==> config.mk <==
export PLATFORM = sky130hd
export DESIGN_NAME = pidreg_top
export DESIGN_NICKNAME = d
export VERILOG_FILES = /design/src/logic/pidreg_pkg.sv /design/src/logic/pidreg_top.sv /design/src/logic/pidreg_otp_loader.sv
export SDC_FILE = /design/constraint.sdc
export NUM_CORES = 1
export LEC_CHECK = 0
export ABC_AREA = 1
export BUFFER_PORTS_ARGS = -buffer_cell sky130_fd_sc_hd__buf_4
export CORE_MARGIN = 1.5
export CORE_UTILIZATION = 56
export CTS_BUF_LIST = sky130_fd_sc_hd__clkbuf_2
export CTS_CLUSTER_SIZE = 16
export DETAILED_ROUTE_END_ITERATION = 6
export PLACE_DENSITY = 0.77
export SYNTH_ARGS = -nofsm -noshare
export SYNTH_HDL_FRONTEND = slang
export SYNTH_SLANG_ARGS = --single-unit
export TNS_END_PERCENT = 50
==> constraint.sdc <==
create_clock -name i_core_clk -period 2 [get_ports i_core_clk]
set_input_delay 0.1 -clock i_core_clk [delete_from_list [all_inputs] [get_ports i_core_clk]]
set_output_delay 0.1 -clock i_core_clk [all_outputs]
set_load 0.05 [all_outputs]
==> src/logic/pidreg_pkg.sv <==
// Purpose: shared constants for the identification and pin-function register bank
// Assumes: 8-bit register port, 8-bit factory memory words
// Notes: register offsets are byte addresses on the register port
package pidreg_pkg;

  // register offsets
  localparam logic [7:0] PIDREG_ADDR_ALT_FUNC = 8'h7A;
  localparam logic [7:0] PIDREG_ADDR_CHARGER = 8'h80;
  localparam logic [7:0] PIDREG_ADDR_SERIAL_LOW = 8'hB0;
  localparam logic [7:0] PIDREG_ADDR_SERIAL_MID = 8'hB1;
  localparam logic [7:0] PIDREG_ADDR_SERIAL_HIGH = 8'hB2;
  localparam logic [7:0] PIDREG_ADDR_REV_STATUS = 8'hB3;
  localparam logic [7:0] PIDREG_ADDR_OPTION = 8'hB4;

  // register index inside the bank
  typedef enum logic [2:0] {
    PIDREG_IDX_ALT_FUNC,
    PIDREG_IDX_SERIAL_LOW,
    PIDREG_IDX_SERIAL_MID,
    PIDREG_IDX_SERIAL_HIGH,
    PIDREG_IDX_REV_STATUS,
    PIDREG_IDX_OPTION,
    PIDREG_IDX_CHARGER,
    PIDREG_IDX_NONE
  } pidreg_idx_e;

  // factory memory word addresses, loaded in this order
  localparam logic [2:0] PIDREG_OTP_WORD_ALT_FUNC = 3'h0;
  localparam logic [2:0] PIDREG_OTP_WORD_SERIAL_LOW = 3'h1;
  localparam logic [2:0] PIDREG_OTP_WORD_SERIAL_MID = 3'h2;
  localparam logic [2:0] PIDREG_OTP_WORD_SERIAL_HIGH = 3'h3;
  localparam logic [2:0] PIDREG_OTP_WORD_STATUS = 3'h4;
  localparam logic [2:0] PIDREG_OTP_WORD_OPTION = 3'h5;
  localparam logic [2:0] PIDREG_OTP_WORD_LAST = 3'h5;

  // charger configuration fields
  localparam int PIDREG_CHG_RES_MSB = 7;
  localparam int PIDREG_CHG_RES_LSB = 6;
  localparam int PIDREG_CHG_LOWDIS_BIT = 5;
  localparam int PIDREG_CHG_VOLT_MSB = 4;
  localparam int PIDREG_CHG_VOLT_LSB = 3;
  localparam int PIDREG_CHG_CUR_MSB = 2;
  localparam int PIDREG_CHG_CUR_LSB = 1;
  localparam int PIDREG_CHG_ON_BIT = 0;
  localparam logic [7:0] PIDREG_CHARGER_RESET = 8'h40;

  // chip revision and status fields
  localparam int PIDREG_REV_MSB = 7;
  localparam int PIDREG_REV_LSB = 4;
  localparam int PIDREG_STATUS_MSB = 3;
  localparam int PIDREG_STATUS_LSB = 0;

  // pins handled here and the alternate-function bit of the power-good pin
  localparam int PIDREG_NUM_PINS = 4;
  localparam int PIDREG_NUM_SEQ_PINS = 3;
  localparam int PIDREG_PWRGOOD_PIN = 3;

  // reset value of bank registers before the factory load
  localparam logic [7:0] PIDREG_ZERO_BYTE = 8'h00;

endpackage

==> src/logic/pidreg_top.sv <==
// Purpose: identification registers, pin alternate-function select and backup charger config
// Assumes: byte register port from the serial interface engine; one access per cycle at most
// Notes: register port refuses accesses until the factory load has finished
`timescale 1ns/1ps

// What this block does
// alt bit 3 set makes pin 3 the power-good input, else plain second-direction pin
// alt bits 2..0 set make their pins active-high sequencer outputs
// alt bits 2..0 clear make pins plain I/O steered by first direction select
// a 24-bit serial number is shown over three 8-bit registers
// serial low byte at lowest address, middle next, high byte third
// an 8-bit option tracking register reports the factory configuration code
// chip id bits 7..4 show the metal revision fixed by silicon; here a register write can overwrite them
// chip id bits 3..0 show production status loaded from factory memory
// charger config bit 0 switches the backup charger on or off
// charger config holds resistor, low-current disable, voltage and current fields
// factory-loaded registers are filled before the port takes its first access
module pidreg_top
  import pidreg_pkg::*;
#(
  // silicon metal revision; value is arbitrary
  parameter logic [3:0] METAL_REVISION = 4'hA
)
(
  // clock and reset
  input wire logic i_core_clk,
  input wire logic i_reset,
  // register port
  input wire logic i_reg_wr,
  input wire logic i_reg_rd,
  input wire logic [7:0] i_reg_addr,
  input wire logic [7:0] i_reg_wdata,
  output logic o_reg_ready,
  output logic o_reg_rvalid,
  output logic [7:0] o_reg_rdata,
  // factory memory
  output logic o_otp_rd,
  output logic [2:0] o_otp_addr,
  input wire logic [7:0] i_otp_data,
  // pin direction settings held elsewhere, 1 means input
  input wire logic i_first_direction_select,
  input wire logic i_second_direction_select,
  // pin data from general-purpose output logic and sequencer
  input wire logic [3:0] i_gpo_level,
  input wire logic [2:0] i_seq_out,
  // pins 0..3
  input wire logic [3:0] i_pin_in,
  output logic [3:0] o_pin_out,
  output logic [3:0] o_pin_oe,
  // pin observations
  output logic [3:0] o_gpi_level,
  output logic o_external_power_good_input,
  // charger controls
  output logic o_charger_on,
  output logic [1:0] o_charger_resistor_select,
  output logic o_charger_low_current_disable,
  output logic [1:0] o_charger_voltage_select,
  output logic [1:0] o_charger_current_select
);

  // map an address to the bank index; shared by the write and read paths
  function automatic pidreg_idx_e pidreg_decode(input logic [7:0] addr);
    pidreg_idx_e idx;
    idx = PIDREG_IDX_NONE;
    if (addr == PIDREG_ADDR_ALT_FUNC)
      idx = PIDREG_IDX_ALT_FUNC;
    else if (addr == PIDREG_ADDR_CHARGER)
      idx = PIDREG_IDX_CHARGER;
    else if (addr == PIDREG_ADDR_SERIAL_LOW)
      idx = PIDREG_IDX_SERIAL_LOW;
    else if (addr == PIDREG_ADDR_SERIAL_MID)
      idx = PIDREG_IDX_SERIAL_MID;
    else if (addr == PIDREG_ADDR_SERIAL_HIGH)
      idx = PIDREG_IDX_SERIAL_HIGH;
    else if (addr == PIDREG_ADDR_REV_STATUS)
      idx = PIDREG_IDX_REV_STATUS;
    else if (addr == PIDREG_ADDR_OPTION)
      idx = PIDREG_IDX_OPTION;
    return idx;
  endfunction

  logic load_valid;
  logic [2:0] load_word;
  logic [7:0] load_data;
  logic load_done;
  logic wr_ok;
  logic rd_ok;
  pidreg_idx_e wr_idx;
  pidreg_idx_e rd_idx;

  logic [7:0] alt_func_r;
  logic [7:0] serial_low_r;
  logic [7:0] serial_mid_r;
  logic [7:0] serial_high_r;
  logic [3:0] metal_rev_r;
  logic [3:0] prod_status_r;
  logic [7:0] option_r;
  logic [7:0] charger_r;
  logic [7:0] rdata_nxt;

  // factory memory walker
  pidreg_otp_loader u_loader (
    .i_core_clk(i_core_clk),
    .i_reset(i_reset),
    .o_otp_rd(o_otp_rd),
    .o_otp_addr(o_otp_addr),
    .i_otp_data(i_otp_data),
    .o_load_valid(load_valid),
    .o_load_word(load_word),
    .o_load_data(load_data),
    .o_load_done(load_done)
  );

  // port is closed until every factory word is in place
  assign o_reg_ready = load_done;
  assign wr_ok = i_reg_wr & load_done;
  assign rd_ok = i_reg_rd & load_done;
  // both paths decode the same address; a read beside a write returns the old value
  assign wr_idx = pidreg_decode(i_reg_addr);
  assign rd_idx = pidreg_decode(i_reg_addr);

  // alternate-function select: factory value first, then software
  always_ff @(posedge i_core_clk)
  begin
    if (i_reset)
    begin
      alt_func_r <= PIDREG_ZERO_BYTE;
    end
    else if (load_valid && load_word == PIDREG_OTP_WORD_ALT_FUNC)
    begin
      alt_func_r <= load_data;
    end
    else if (wr_ok && wr_idx == PIDREG_IDX_ALT_FUNC)
    begin
      alt_func_r <= i_reg_wdata;
    end
  end

  // serial number bytes, least significant byte at the lowest address
  always_ff @(posedge i_core_clk)
  begin
    if (i_reset)
    begin
      serial_low_r <= PIDREG_ZERO_BYTE;
      serial_mid_r <= PIDREG_ZERO_BYTE;
      serial_high_r <= PIDREG_ZERO_BYTE;
    end
    else if (load_valid)
    begin
      if (load_word == PIDREG_OTP_WORD_SERIAL_LOW)
        serial_low_r <= load_data;
      if (load_word == PIDREG_OTP_WORD_SERIAL_MID)
        serial_mid_r <= load_data;
      if (load_word == PIDREG_OTP_WORD_SERIAL_HIGH)
        serial_high_r <= load_data;
    end
    else if (wr_ok)
    begin
      if (wr_idx == PIDREG_IDX_SERIAL_LOW)
        serial_low_r <= i_reg_wdata;
      if (wr_idx == PIDREG_IDX_SERIAL_MID)
        serial_mid_r <= i_reg_wdata;
      if (wr_idx == PIDREG_IDX_SERIAL_HIGH)
        serial_high_r <= i_reg_wdata;
    end
  end

  // chip revision and status: revision from silicon, status from factory memory
  always_ff @(posedge i_core_clk)
  begin
    if (i_reset)
    begin
      metal_rev_r <= METAL_REVISION;
      prod_status_r <= PIDREG_ZERO_BYTE[PIDREG_STATUS_MSB:PIDREG_STATUS_LSB];
    end
    else if (load_valid && load_word == PIDREG_OTP_WORD_STATUS)
    begin
      prod_status_r <= load_data[PIDREG_STATUS_MSB:PIDREG_STATUS_LSB];
    end
    else if (wr_ok && wr_idx == PIDREG_IDX_REV_STATUS)
    begin
      // fields are writable; reserved codes are stored as given
      metal_rev_r <= i_reg_wdata[PIDREG_REV_MSB:PIDREG_REV_LSB];
      prod_status_r <= i_reg_wdata[PIDREG_STATUS_MSB:PIDREG_STATUS_LSB];
    end
  end

  // option tracking code
  always_ff @(posedge i_core_clk)
  begin
    if (i_reset)
    begin
      option_r <= PIDREG_ZERO_BYTE;
    end
    else if (load_valid && load_word == PIDREG_OTP_WORD_OPTION)
    begin
      option_r <= load_data;
    end
    else if (wr_ok && wr_idx == PIDREG_IDX_OPTION)
    begin
      option_r <= i_reg_wdata;
    end
  end

  // charger configuration has a fixed reset, not a factory load
  always_ff @(posedge i_core_clk)
  begin
    if (i_reset)
    begin
      charger_r <= PIDREG_CHARGER_RESET;
    end
    else if (wr_ok && wr_idx == PIDREG_IDX_CHARGER)
    begin
      charger_r <= i_reg_wdata;
    end
  end

  // charger field outputs come straight from the stored register
  assign o_charger_on = charger_r[PIDREG_CHG_ON_BIT];
  assign o_charger_resistor_select = charger_r[PIDREG_CHG_RES_MSB:PIDREG_CHG_RES_LSB];
  assign o_charger_low_current_disable = charger_r[PIDREG_CHG_LOWDIS_BIT];
  assign o_charger_voltage_select = charger_r[PIDREG_CHG_VOLT_MSB:PIDREG_CHG_VOLT_LSB];
  assign o_charger_current_select = charger_r[PIDREG_CHG_CUR_MSB:PIDREG_CHG_CUR_LSB];

  // read mux; unmapped addresses read as zero
  always_comb
  begin
    rdata_nxt = PIDREG_ZERO_BYTE;
    case (rd_idx)
      PIDREG_IDX_ALT_FUNC: rdata_nxt = alt_func_r;
      PIDREG_IDX_SERIAL_LOW: rdata_nxt = serial_low_r;
      PIDREG_IDX_SERIAL_MID: rdata_nxt = serial_mid_r;
      PIDREG_IDX_SERIAL_HIGH: rdata_nxt = serial_high_r;
      PIDREG_IDX_REV_STATUS: rdata_nxt = {metal_rev_r, prod_status_r};
      PIDREG_IDX_OPTION: rdata_nxt = option_r;
      PIDREG_IDX_CHARGER: rdata_nxt = charger_r;
      default: rdata_nxt = PIDREG_ZERO_BYTE;
    endcase
  end

  // read data is registered; it holds until the next accepted read
  // rvalid is a one-cycle pulse, but rdata stays so a slow reader can still pick it up
  always_ff @(posedge i_core_clk)
  begin
    if (i_reset)
    begin
      o_reg_rvalid <= 1'b0;
      o_reg_rdata <= PIDREG_ZERO_BYTE;
    end
    else
    begin
      o_reg_rvalid <= rd_ok;
      if (rd_ok)
        o_reg_rdata <= rdata_nxt;
    end
  end

  // sequencer-capable pins 0..2
  // reserved alternate bits 7..4 are stored but steer nothing in this block
  genvar g;
  generate
    for (g = 0; g < PIDREG_NUM_SEQ_PINS; g = g + 1)
    begin : g_seq_pin
      always_comb
      begin
        if (alt_func_r[g])
        begin
          o_pin_oe[g] = 1'b1;
          o_pin_out[g] = i_seq_out[g];
        end
        else
        begin
          o_pin_oe[g] = ~i_first_direction_select;
          o_pin_out[g] = i_gpo_level[g];
        end
      end
    end
  endgenerate

  // pin 3: power-good input in alternate mode, never driven then
  always_comb
  begin
    if (alt_func_r[PIDREG_PWRGOOD_PIN])
    begin
      o_pin_oe[PIDREG_PWRGOOD_PIN] = 1'b0;
      o_pin_out[PIDREG_PWRGOOD_PIN] = 1'b0;
    end
    else
    begin
      o_pin_oe[PIDREG_PWRGOOD_PIN] = ~i_second_direction_select;
      o_pin_out[PIDREG_PWRGOOD_PIN] = i_gpo_level[PIDREG_PWRGOOD_PIN];
    end
  end

  // power-good reads low when the pin is not in that role, so a stray level cannot wake anything
  assign o_external_power_good_input = alt_func_r[PIDREG_PWRGOOD_PIN] & i_pin_in[PIDREG_PWRGOOD_PIN];

  // input level is passed on for every pin; pins are taken as synchronous
  assign o_gpi_level = i_pin_in;

endmodule // pidreg_top

==> src/logic/pidreg_otp_loader.sv <==
// Purpose: walks the factory memory once after reset and hands each word to the bank
// Assumes: factory memory returns data one cycle after its read strobe
// Notes: o_load_done stays high until the next reset
`timescale 1ns/1ps

module pidreg_otp_loader
  import pidreg_pkg::*;
(
  // clock and reset
  input wire logic i_core_clk,
  input wire logic i_reset,
  // factory memory side
  output logic o_otp_rd,
  output logic [2:0] o_otp_addr,
  input wire logic [7:0] i_otp_data,
  // bank side
  output logic o_load_valid,
  output logic [2:0] o_load_word,
  output logic [7:0] o_load_data,
  output logic o_load_done
);

  typedef enum logic [1:0] {
    PIDREG_LD_REQ,
    PIDREG_LD_CAP,
    PIDREG_LD_DONE
  } pidreg_ld_e;

  pidreg_ld_e state_r;
  logic [2:0] word_r;

  // sequencer: request a word, capture it, move on until the last one
  always_ff @(posedge i_core_clk)
  begin
    if (i_reset)
    begin
      state_r <= PIDREG_LD_REQ;
      word_r <= PIDREG_OTP_WORD_ALT_FUNC;
    end
    else
    begin
      case (state_r)
        PIDREG_LD_REQ:
        begin
          state_r <= PIDREG_LD_CAP;
        end
        PIDREG_LD_CAP:
        begin
          if (word_r == PIDREG_OTP_WORD_LAST)
          begin
            state_r <= PIDREG_LD_DONE;
          end
          else
          begin
            word_r <= word_r + 3'h1;
            state_r <= PIDREG_LD_REQ;
          end
        end
        default:
        begin
          state_r <= PIDREG_LD_DONE;
        end
      endcase
    end
  end

  // captured word is registered so the bank sees clean data
  always_ff @(posedge i_core_clk)
  begin
    if (i_reset)
    begin
      o_load_valid <= 1'b0;
      o_load_word <= 3'h0;
      o_load_data <= PIDREG_ZERO_BYTE;
    end
    else
    begin
      o_load_valid <= (state_r == PIDREG_LD_CAP);
      o_load_word <= word_r;
      o_load_data <= i_otp_data;
    end
  end

  // done rises one cycle after the last word is delivered, never earlier
  always_ff @(posedge i_core_clk)
  begin
    if (i_reset)
    begin
      o_load_done <= 1'b0;
    end
    else if (state_r == PIDREG_LD_DONE)
    begin
      o_load_done <= 1'b1;
    end
  end

  assign o_otp_rd = (state_r == PIDREG_LD_REQ);
  assign o_otp_addr = word_r;

endmodule // pidreg_otp_loader

# Yosys cells after proc, flatten, opt, wreduce, memory -nomap -nowiden
# Index checks and enable logic that the tools add are counted.
# W data, S select, Z words.
# totals
reg_bits	83
output_inout_bits	35
latch_bits	0
ram_bits	0
memories	0
inputBits	41
wordCells	106
rom_bits	0
# classes
n_addsub	1
reduce_logical	22
n_shift	0
div_mod_pow	0
order_cmp	0
n_mux	36
mul	0
bitwise_logic	7
n_eq_ne	24
# ops
cell	n
$mux W8	16
$pmux W8 S7	1
$eq A8 B8 Y1 const B	6
$eq A3 B3 Y1 const B	6
$mux W3	5
$reduce_bool A2 Y1	7
$eq A3 B2 Y1 const B	4
$reduce_and A3 Y1	3
$eq A8 B7 Y1 const B	1
$mux W1	8
$mux W4	2
$logic_and A1 B1 Y1	7
$eq A3 B1 Y1 const B	2
$logic_not A3 Y1	2
$mux W2	3
$ne A2 B2 Y1 const B	3
$not A1 Y1	4
$pmux W2 S2	1
$reduce_and A2 Y1	2
$add A3 B1 Y3 const B	1
$and A1 B1 Y1	3
$eq A2 B1 Y1 const B	1
$eq A2 B2 Y1 const B	1
$logic_not A2 Y1	1

# Longest topological paths before layout
# Gate-level depths: netlist of run 1.
# depth
word_depth	12
depth_mapped	10
ltp_nobuf	9

# Cells and area by module
# From an unflattened synthesis of run 1, not the netlist that was laid out.
# hier_totals
hier_cells	597
hier_area_um2	4040.1
# modules_own_cells
module	cells_each	instances	seq_area_each_um2	area_per_inst_um2
pidreg_top	525	1	1301.2	3428.3
pidreg_otp_loader	72	1	360.3	611.8

# Worst setup path after synthesis of run 1
# No wires, ideal clock.
# synth_path
kind	register -> register
startpoint	register u_loader.word_r[1] (netlist: u_loader.o_otp_addr[1])
endpoint	register u_loader.word_r[2] (netlist: u_loader.o_otp_addr[2])
n_path_buf	0
t_arrival_ns	1.734
path_slack_ns	0.146
setup_time_ns	0.120
path_stages_with_launch	10
period_less_slack_ns	1.854
t_required_ns	1.880
cell_sequence	dfxtp_1 inv_1 ha_1 nand2_1 inv_1 or2_2 nor2_1 nand2_1 o21ai_0 a21oi_1
# synth_between
elab_chain_len	3
elab_cells_between_ends	4
classes_between	1 x add/sub; 1 x eq/ne; 1 x bitwise; 1 x reduce/logical
# synth_lines
item	line_no	text
start, declared	pidreg_otp_loader.sv:30	logic [2:0] word_r;
start signal, assigned	pidreg_otp_loader.sv:55	word_r <= word_r + 3'h1;
parallel branches: the longest is 3 deep, another holds $add A3 B1 Y3	--	
# Parallel ways; which one is timed is not known.
# A chain may end at the register's enable or synchronous reset.

# Worst setup path after layout of run 1
# layout_path
startpoint	register u_loader.o_load_valid
endpoint	register alt_func_r[2]
# layout_between
elab_chain_len	2
elab_cells_between_ends	3
classes_between	1 x mux; 2 x reduce/logical
# layout_lines
item	line_no	text
start, declared	pidreg_otp_loader.sv:17	output logic o_load_valid,
start signal, assigned	pidreg_otp_loader.sv:78	o_load_valid <= (state_r == PIDREG_LD_CAP);
$logic_and A1 B1 Y1 (*)	pidreg_top.sv:129	else if (load_valid && load_word == PIDREG_OTP_WORD_ALT_FUNC)
$mux W8 / $reduce_bool A2 Y1 (equally long branches)	--	
end signal, assigned	pidreg_top.sv:131	alt_func_r <= load_data;
end signal, assigned	pidreg_top.sv:135	alt_func_r <= i_reg_wdata;
end, declared	pidreg_top.sv:91	logic [7:0] alt_func_r;
# Mark *: on every way between the ends. The rest lies on a longest branch, timed or not.

==> implementation parameters, run 1 <==
Parameter                              Value

Run status
  Run status ... finished clean

CTS
  Clock latency reported for the late side of the worst-skew pair ... 0.54 ns
  Clock root cell ... clkbuf_2
  Number of buffers created by CTS ... 9
  CTS clk-pin slew, worst paths ... 0.24 ns
  Number of H-tree levels ... 3
  CTS tree ... done
  Clock sinks ... 83
  Clock tree buffer depth ... 2
  Post-CTS Resized ... 0

Synthesis
  Synth cell types ... 32
  Yosys warns ... 0
  Number of flops mapped to enable cells by yosys ... 0
  Synth top area share ... 40.6%
  Most common cell in the netlist ... nand2_1
  Most instantiated flip-flop cell in the synthesis netlist ... dfxtp_1
  Cell area after synthesis ... 4090 sq um
  Most frequent cells after synthesis ... 145 x nand2_1, 87 x nor2_1, 86 x nand3_1
  Total of flip-flops plus latches after synthesis ... 83
  Library cell with the largest summed area after synthesis ... dfxtp_1
  Post-Syn Nets ... 649
  Leading cell types by total area after synthesis ... dfxtp_1 41%, nand2_1 13%, nand3_1 11%
  Avg Synthesized Cell Area ... 6.75 sq um
  Post-synthesis async set-or-reset flop share ... 0%
  Sequential cell area fraction in the yosys report ... 40.6%
  Synthesized instance count ... 606

Critical path
  Arr. time, crit path ... 2.18 ns
  Highest fanout seen on the critical path ... 32
  Kind of launch point of the worst setup path ... flip-flop
  Slack of the worst reg-to-reg path ... 0.31 ns
  Critical path, cell by cell ... inv_1 -> nor2_1 -> nand2_1 -> buf_4 -> o21ai_0 -> a21oi_1 -> nor2_1
  Endpoint kind of the worst setup timing path ... flip-flop
  CP max-delay cell ... dfxtp_1
  Crit-path leading delay family ... flip-flops
  Count of buffer and inverter cells on the critical path ... 2
  Cell repeated most along the worst path ... nor2_1
  Cells on worst reg2reg path ... 7
  Longest individual stage delay on the worst path ... 0.55 ns
  Startpoint-to-endpoint class of the critical path ... reg -> reg
  FF-to-FF Start ... u_loader.o_load_valid$_SDFF_PP0_
  Critical register-to-register path endpoint ... alt_func_r[2]$_SDFFE_PP0P_
  Required arrival time at the worst endpoint ... 2.49 ns

Die
  Die width ... 88.5 microns
  Number of ports placed on the die boundary ... 76
  Die footprint ... 7820 sq um
  Die extent in y ... 88.5 microns
  Row Count ... 30
  Core Box Area ... 6940 sq um
  Initial core utilization ... 58.9%

Finish
  Fraction of final layout cells with drive strength greater than 1 ... 18.6%
  Antenna diode count ... 0
  Post-Layout Inst Area ... 4970 sq um
  Number of nets in the layout ... 731
  Growth of design area from synthesis to finish ... 21.5%

GRT
  Largest net degree at the start of global routing ... 47
  Global-route wire length before repair ... 17.7 mm
  Total global-route track usage ... 29.8%
  Global route overflow ... 0
  Via count of the first global-routing pass ... 3677
  Initial antenna violation count ... 0

Routing
  Number of design-rule violations left by the first detailed-router iteration ... 443
  Avg Vias per Cell ... 5.43
  Post-detailed-route wirelength per cell ... 14.1 microns
  Number of nets with antenna violations after detailed routing ... 0
  Vias post-DR ... 4288
  Total Wirelength ... 11.1 mm
  DRC violation count after routing ... 0
  TritonRoute pass-1 iters ... 7

Worst hold path
  Class of the most critical hold timing path ... in -> reg
  Min-Delay Path Depth ... 3
  Hold wc startpoint ... i_reg_rd
  Worst hold endpoint ... o_reg_rvalid$_SDFF_PP0_

Flow run
  Number of violations of the max-capacitance limit ... 0

STA
  Peak clock frequency supported by timing ... 592 MHz
  Period utilisation layout ... 84.5%
  Number of endpoints failing setup at the final stage ... 0
  Max Transition Viols Final ... 0
  Relative max-transition margin ... 34.9%
  RSZ-0062 raised after global routing ... no
  Number of endpoints with negative hold slack in the final report ... 0
  Layout Skew ... 0.0217 ns
  Final setup margin ... 0.309 ns
  Period minus WS final ... 1.69 ns
  Accumulated negative setup slack ... 0 ns
  Worst hold slack ... 0.0224 ns
  Worst Max-Slew Pin Slew ... 0.971 ns

Placed design
  Number of buffers added on ports ... 69
  Post-place setup slack ... 0.389 ns
  Placed Area ... 4670 sq um
  Final RePlAce weighted congestion ... 0.973
  Post-DP HPWL ... 8.09 mm

Pwr
  Maximum VDD drop ... 0.000404 V
  Pwr dens ... 643 nW/um^2
  Leakage power of the design ... 2.33 nW
[cell usage in the layout, fill, tap and decap left out]
| cell type | count |
|---|---|
| a211oi_1 | 1 |
| a21oi_1 | 41 |
| a21oi_2 | 3 |
| a31oi_1 | 8 |
| and2_2 | 1 |
| buf_4 | 80 |
| bufinv_16 | 2 |
| clkbuf_2 | 11 |
| clkinv_1 | 1 |
| clkinv_4 | 2 |
| dfxtp_1 | 83 |
| dlygate4sd3_1 | 16 |
| ha_1 | 2 |
| inv_1 | 45 |
| inv_2 | 7 |
| inv_6 | 1 |
| nand2_1 | 145 |
| nand2_2 | 8 |
| nand2_4 | 1 |
| nand3_1 | 86 |
| nand3_2 | 1 |
| nand3_4 | 2 |
| nand4_1 | 1 |
| nor2_1 | 87 |
| nor2_2 | 2 |
| nor2_4 | 5 |
| nor2_8 | 1 |
| nor3_1 | 2 |
| nor3b_1 | 1 |
| nor4_2 | 1 |
| o21ai_0 | 40 |
| o21ai_1 | 5 |
| or2_2 | 1 |
[per-stage QoR]
| stage | power (mW) | util [%] | std cells |
|---|---|---|---|
| 6_report | 3.19 | 71.5 | 789 |
| 5_1_grt | 3.32 | 71.5 | 789 |
| 4_1_cts | 3.19 | 71.5 | 789 |
| 3_5_place_dp | 2.16 | 67.2 | 757 |
| 3_3_place_gp | 2.15 | 67.2 | 757 |
| 2_1_floorplan | 2.01 | - | 606 |
[where the power goes]
group | internal, mW | total, mW | switching (mW) | leakage, nW
clock | 0.434 | 1.04 | 0.602 | 0.0867
combinational | 0.161 | 0.444 | 0.283 | 1.57
sequential | 1.69 | 1.71 | 0.0240 | 0.673
total | 2.28 | 3.19 | 0.908 | 2.33
[what timing repair did]
action,4_1_cts,5_1_grt
hold buffers,16,0
setup endpoints to repair,0,0
hold endpoints to repair,38,0
setup buffers,0,0
[flip-flops by register name, indices dropped and copies added, names as in the netlist, 3 cells and up]
| register | flops |
|---|---|
| alt_func_r | 8 |
| charger_r | 8 |
| o_reg_rdata | 8 |
| option_r | 8 |
| serial_high_r | 8 |
| serial_low_r | 8 |
| serial_mid_r | 8 |
| u_loader.o_load_data | 8 |
| metal_rev_r | 4 |
| prod_status_r | 4 |
| u_loader.o_load_word | 3 |
| u_loader.o_otp_addr | 3 |
[worst max path at each step]
stage,cells past startpoint,from,to,slack [ns]
6_report,7,u_loader.o_load_valid$_SDFF_PP0_,alt_func_r[2]$_SDFFE_PP0P_,0.31
5_1_grt,7,u_loader.o_load_valid$_SDFF_PP0_,alt_func_r[2]$_SDFFE_PP0P_,0.12
4_1_cts,7,u_loader.o_load_valid$_SDFF_PP0_,alt_func_r[2]$_SDFFE_PP0P_,0.33
3_5_place_dp,7,u_loader.o_load_valid$_SDFF_PP0_,alt_func_r[2]$_SDFFE_PP0P_,0.39
3_3_place_gp,8,u_loader.o_load_valid$_SDFF_PP0_,alt_func_r[2]$_SDFFE_PP0P_,0.41
2_1_floorplan,9,u_loader.o_otp_addr[1]$_SDFFE_PP0P_,u_loader.o_otp_addr[2]$_SDFFE_PP0P_,0.15
[layout make-up]
cell class / count / area (sq um)
Inverter: 53 / 199
Clock inverter: 5 / 86.3
Multi-Input combinational cell: 445 / 2090
Sequential cell: 83 / 1660
Fill cell: 598 / 1980
Tap cell: 96 / 120
Clock buffer: 11 / 55.1
Timing Repair Buffer: 96 / 761
[tightest hold or removal path, stage by stage]
cell and delay (ns):
buf_4 0.08, nand2_1 0.22, nor2_1 0.15
[per-layer routing]
metal / global-route usage, % / vias up / routed length [microns]
li1: - / 2133 / -
met1: 39.9 / 1930 / 4830
met2: 47.2 / 198 / 5160
met3: 4.85 / 27 / 764
met4: 13.9 / 0 / 333
met5: 0 / - / 0
[cell families after synthesis]
family          Yosys count  share of synthesized area [%]
compound gates           98                           12.6
fa+ha+maj                 2                          0.612
buf+inv                  78                           8.35
flops                    83                           40.6
simple gates            345                           37.8
No activity file was read; power rests on OpenSTA's default activity.
==> run 2: changes to the inputs <==
--- a/config.mk
+++ b/config.mk
@@ -5,14 +5,14 @@
 export SDC_FILE = /design/constraint.sdc
 export NUM_CORES = 1
 export LEC_CHECK = 0
-export ABC_AREA = 1
+export ABC_AREA = 0
 export BUFFER_PORTS_ARGS = -buffer_cell sky130_fd_sc_hd__buf_4
 export CORE_MARGIN = 1.5
-export CORE_UTILIZATION = 56
+export CORE_UTILIZATION = 52
 export CTS_BUF_LIST = sky130_fd_sc_hd__clkbuf_2
 export CTS_CLUSTER_SIZE = 16
 export DETAILED_ROUTE_END_ITERATION = 6
-export PLACE_DENSITY = 0.77
+export PLACE_DENSITY = 0.76
 export SYNTH_ARGS = -nofsm -noshare
 export SYNTH_HDL_FRONTEND = slang
 export SYNTH_SLANG_ARGS = --single-unit
==> constraint.sdc (replaced) <==
create_clock -name i_core_clk -period 1.5 [get_ports i_core_clk]
set_input_delay 0.075 -clock i_core_clk [delete_from_list [all_inputs] [get_ports i_core_clk]]
set_output_delay 0.075 -clock i_core_clk [all_outputs]
set_load 0.05 [all_outputs]
==> run 2 against run 1 <==
Compared with the run above:
- the run now ends with DRC, setup timing left
- first-iteration DRC count shrank 28%
- combinational power up 41%
- synthesized area decreased by 3.3%
- die area up 4.0%
- critical path type is now reg -> out
- largest cell class unchanged
- highest routed layer unchanged
==> implementation parameters, run 2 <==
Parameter                              Value

Synthesis
  Adder-cell area share of the yosys netlist ... 0.633% (+0.021 points)
  Synth Area in Compound Gates ... 17.2% (+4.6 points)
  Xor/xnor share of the synthesized area ... 0.443% (+0.44 points)
  Sequential cell area fraction in the yosys report ... 42.0% (+1.4 points)
  Most instantiated flip-flop cell in the synthesis netlist ... dfxtp_1
  Leading cell types by total area after synthesis ... dfxtp_1 42%, mux2i_1 8.6%, nor2_1 7.5%
  Most common cell in the netlist ... dfxtp_1
  Cell area after synthesis ... 3960 sq um (-3.3%)
  Number of flops mapped to enable cells by yosys ... 0 (unchanged)
  Synth cell types ... 55 (+72%)
  Yosys warns ... 0 (unchanged)
  Avg Synthesized Cell Area ... 8.87 sq um (+31%)
  Fraction of synthesized area in multiplexers ... 11.7% (+12 points)
  Post-synthesis async set-or-reset flop share ... 0% (unchanged)
  Library cell with the largest summed area after synthesis ... dfxtp_1
  Most frequent cells after synthesis ... 83 x dfxtp_1, 79 x nor2_1, 41 x a21oi_1, 41 x nand2_1, 34 x mux2i_1
  Post-synthesis share of cell area spent on and, or, nand and nor gates ... 23.1% (-15 points)
  Post-Syn Nets ... 489 (-25%)
  Synth top area share ... 42.0% (+1.4 points)
  Synthesized instance count ... 446 (-26%)
  Main combinational cell family by area after synthesis ... simple AND/OR/NAND/NOR gates
  Total of flip-flops plus latches after synthesis ... 83 (unchanged)

Die
  Die footprint ... 8140 sq um (+4.0%)
  Core Box Area ... 7290 sq um (+5.0%)
  Die width ... 90.2 microns (+2.0%)
  Initial core utilization ... 54.2% (-4.6 points)
  Number of ports placed on the die boundary ... 76 (unchanged)
  Die extent in y ... 90.2 microns (+2.0%)
  Row Count ... 31 (+3.3%)

Worst hold path
  Hold wc startpoint ... i_reg_addr[3]
  Class of the most critical hold timing path ... in -> reg
  Min-Delay Path Depth ... 5 (+2)
  Worst hold endpoint ... o_reg_rdata[1]$_SDFFE_PP0P_

Critical path
  Required arrival time at the worst endpoint ... 1.42 ns (-1.07 ns)
  Kind of launch point of the worst setup path ... flip-flop
  Critical register-to-register path endpoint ... serial_low_r[2]$_SDFFE_PP0P_
  Cells on worst reg2reg path ... 5 (-2)
  Arr. time, crit path ... 1.44 ns (-0.74 ns)
  Startpoint-to-endpoint class of the critical path ... reg -> out
  Endpoint kind of the worst setup timing path ... primary output
  Slack of the worst reg-to-reg path ... 0.02 ns (-0.29 ns)
  FF-to-FF Start ... u_loader.o_load_word[0]$_SDFF_PP0_
  Highest fanout seen on the critical path ... 2 (-94%)

CTS
  Clock latency reported for the late side of the worst-skew pair ... 0.57 ns (+0.03 ns)
  Clock sinks ... 83 (unchanged)
  Clock tree buffer depth ... 2 (unchanged)
  Number of H-tree levels ... 3 (unchanged)
  CTS clk-pin slew, worst paths ... 0.25 ns (about the same)
  Clock root cell ... clkbuf_2
  CTS tree ... done
  Number of buffers created by CTS ... 9 (unchanged)

Flow run
  Number of violations of the max-capacitance limit ... 0 (unchanged)

Pwr
  Combinational fraction of design power ... 14.0% (about the same)
  Sequential power share ... 51.4% (-2.3 points)
  Maximum VDD drop ... 0.000496 V (+23%)
  Leakage power of the design ... 2.09 nW (-10%)
  Pwr dens ... 844 nW/um^2 (+31%)
  Fraction of power consumed by the clock network ... 34.5% (+2.1 points)
  Fraction of power spent switching nets ... 27.1% (-1.4 points)
  Internal Power ... 3.24 mW (+42%)
  Net Switching ... 1.20 mW (+32%)
  Final Power ... 4.45 mW (+39%)

GRT
  Met3 usage ... 5.16% (+0.31 points)
  Met1 Track Usage GR ... 36.5% (-3.4 points)
  Global-route wire length before repair ... 17.8 mm (+0.43%)
  Busiest grt layer ... met2
  Global route overflow ... 0 (unchanged)
  Initial antenna violation count ... 0 (unchanged)
  Global-route track usage on met2 ... 44.4% (-2.8 points)
  Total global-route track usage ... 27.5% (-2.3 points)
  Via count of the first global-routing pass ... 3573 (-2.8%)
  Largest net degree at the start of global routing ... 54 (+15%)

STA
  Period utilisation layout ... 101%
  Layout Skew ... 0.0383 ns (+0.0166 ns)
  Worst Max-Slew Pin Slew ... 0.590 ns (-0.381 ns)
  Worst hold slack ... 0.0155 ns (-0.00682 ns)
  RSZ-0062 raised after global routing ... yes
  Peak clock frequency supported by timing ... 658 MHz
  Relative max-transition margin ... 60.7% (+26 points)
  Max Transition Viols Final ... 0 (unchanged)
  Number of endpoints with negative hold slack in the final report ... 0 (unchanged)
  Period minus WS final ... 1.52 ns
  Number of endpoints failing setup at the final stage ... 2 (+2)
  Final setup margin ... -0.0186 ns (-0.328 ns)

Run status
  Run status ... finished, violations left
  Failing checks ... DRC, setup timing

Finish
  Leading cell types in the layout, fill and taps excluded ... 96 x buf_4, 79 x nor2_1, 73 x dfxtp_1, 41 x a21oi_1, 41 x nand2_1
  Number of non-filler instances in the completed layout ... 659 (-16%)
  Antenna diode count ... 0 (unchanged)
  Fraction of final layout cells with drive strength greater than 1 ... 29.3% (+11 points)
  FF+latch area ... 1690 sq um (+1.5%)
  Growth of design area from synthesis to finish ... 33.2%
  Combined area of the multi-input logic cells ... 2210 sq um (+5.8%)
  Commonest non-fill, non-tap cell in the layout ... buf_4
  Fillcell total ... 542 (-9.4%)
  Number of nets in the layout ... 598 (-18%)

Routing
  Total Wirelength ... 11.1 mm (-0.18%)
  Number of nets with antenna violations after detailed routing ... 0 (unchanged)
  TritonRoute pass-1 iters ... 7 (unchanged)
  Number of design-rule violations left by the first detailed-router iteration ... 320 (-28%)
  Vias post-DR ... 3744 (-13%)
  Post-detailed-route wirelength per cell ... 16.8 microns (+20%)
  Avg Vias per Cell ... 5.68 (+4.5%)
  DRC violation count after routing ... 1 (+1)

Placed design
  Number of buffers added on ports ... 69 (unchanged)
  Final RePlAce weighted congestion ... 0.967 (-0.60%)
  Post-place setup slack ... -0.0337 ns (-0.423 ns)
  Post-DP HPWL ... 7.54 mm (-6.8%)
  Count of placed standard cells including taps ... 614 (-19%)
==> run 2: cell count changes in the layout (fill, tap and decap cells not counted), sizes merged, moves of 15 or more <==
cell and delta:
nand2 -113, o21ai -35, nor2 -15, nand3 -83, inv -47, a211oi +19, mux2i +34, buf +26
==> run 2: cell families after synthesis <==
| group | after synthesis |
|---|---|
| compound gates | 98 |
| xor+xnor | 2 |
| buf+inv | 36 |
| mux | 41 |
| fa+ha+maj | 2 |
| simple gates | 184 |
| flops | 83 |
==> run 2: area by class of cell <==
type	instances	area share [%]
multi-input cells	328	41.9
flip-flops and latches	83	32.0
repair buffers	128	20.3
well taps	99	2.35
clock inverters	7	2.19
clock buffers	9	0.855
inverters	5	0.356
==> run 2: layer usage <==
layer / vias to the layer above / share of wire [%]
met5: - / 0
met4: 0 / 2.1
met3: 20 / 6.9
met2: 169 / 48
met1: 1764 / 43
li1: 1791 / -
==> run 2: power groups by stage <==
stage | clock [mW] | sequential (mW) | combinational [mW]
after floorplan | 0 | 2.34 | 0.318
after global placement | 0 | 2.33 | 0.515
after detailed placement | 0 | 2.33 | 0.524
after CTS | 1.52 | 2.29 | 0.594
after global routing | 1.60 | 2.29 | 0.662
final | 1.54 | 2.29 | 0.624
==> run 2: critical path, stage by stage, from the launching register on <==
cell and delay, ns:
dfxtp_2 0.41, mux2_4 0.31, buf_8 0.15
==> run 2: what timing repair did <==
action / CTS / global route
setup buffers: 3 / 3
gates cloned: 1 / 0
endpoints found under the setup margin: 15 / 43
hold buffers: 22 / 0
pin swaps: 0 / 7
resized for setup: 12 / 20
endpoints found under the hold margin: 48 / 0
==> run 2: through the flow <==
stage / util [%] / instance area, sq um / TNS, ns
2_1_floorplan: - / 4000 / -0.0987
3_3_place_gp: 64.5 / 4700 / 0
3_5_place_dp: 64.5 / 4700 / -0.333
4_1_cts: 70.7 / 5160 / -0.0427
5_1_grt: 72.2 / 5270 / -0.605
6_report: 72.2 / 5270 / -0.0305
==> run 2: how the worst max path moves through the flow <==
stage	from	to	slack, ns	cells after the start
2_1_floorplan	u_loader.o_load_done$_SDFFE_PP0N_	metal_rev_r[1]$_SDFFE_PP1P_	-0.03	7
3_3_place_gp	u_loader.o_load_valid$_SDFF_PP0_	alt_func_r[3]$_SDFFE_PP0P_	0.004	6
3_5_place_dp	u_loader.o_load_valid$_SDFF_PP0_	alt_func_r[2]$_SDFFE_PP0P_	-0.03	6
4_1_cts	alt_func_r[0]$_SDFFE_PP0P_	o_pin_out[0]	-0.03	2
5_1_grt	alt_func_r[1]$_SDFFE_PP0P_	o_pin_out[1]	-0.06	2
6_report	alt_func_r[1]$_SDFFE_PP0P_	o_pin_out[1]	-0.02	2
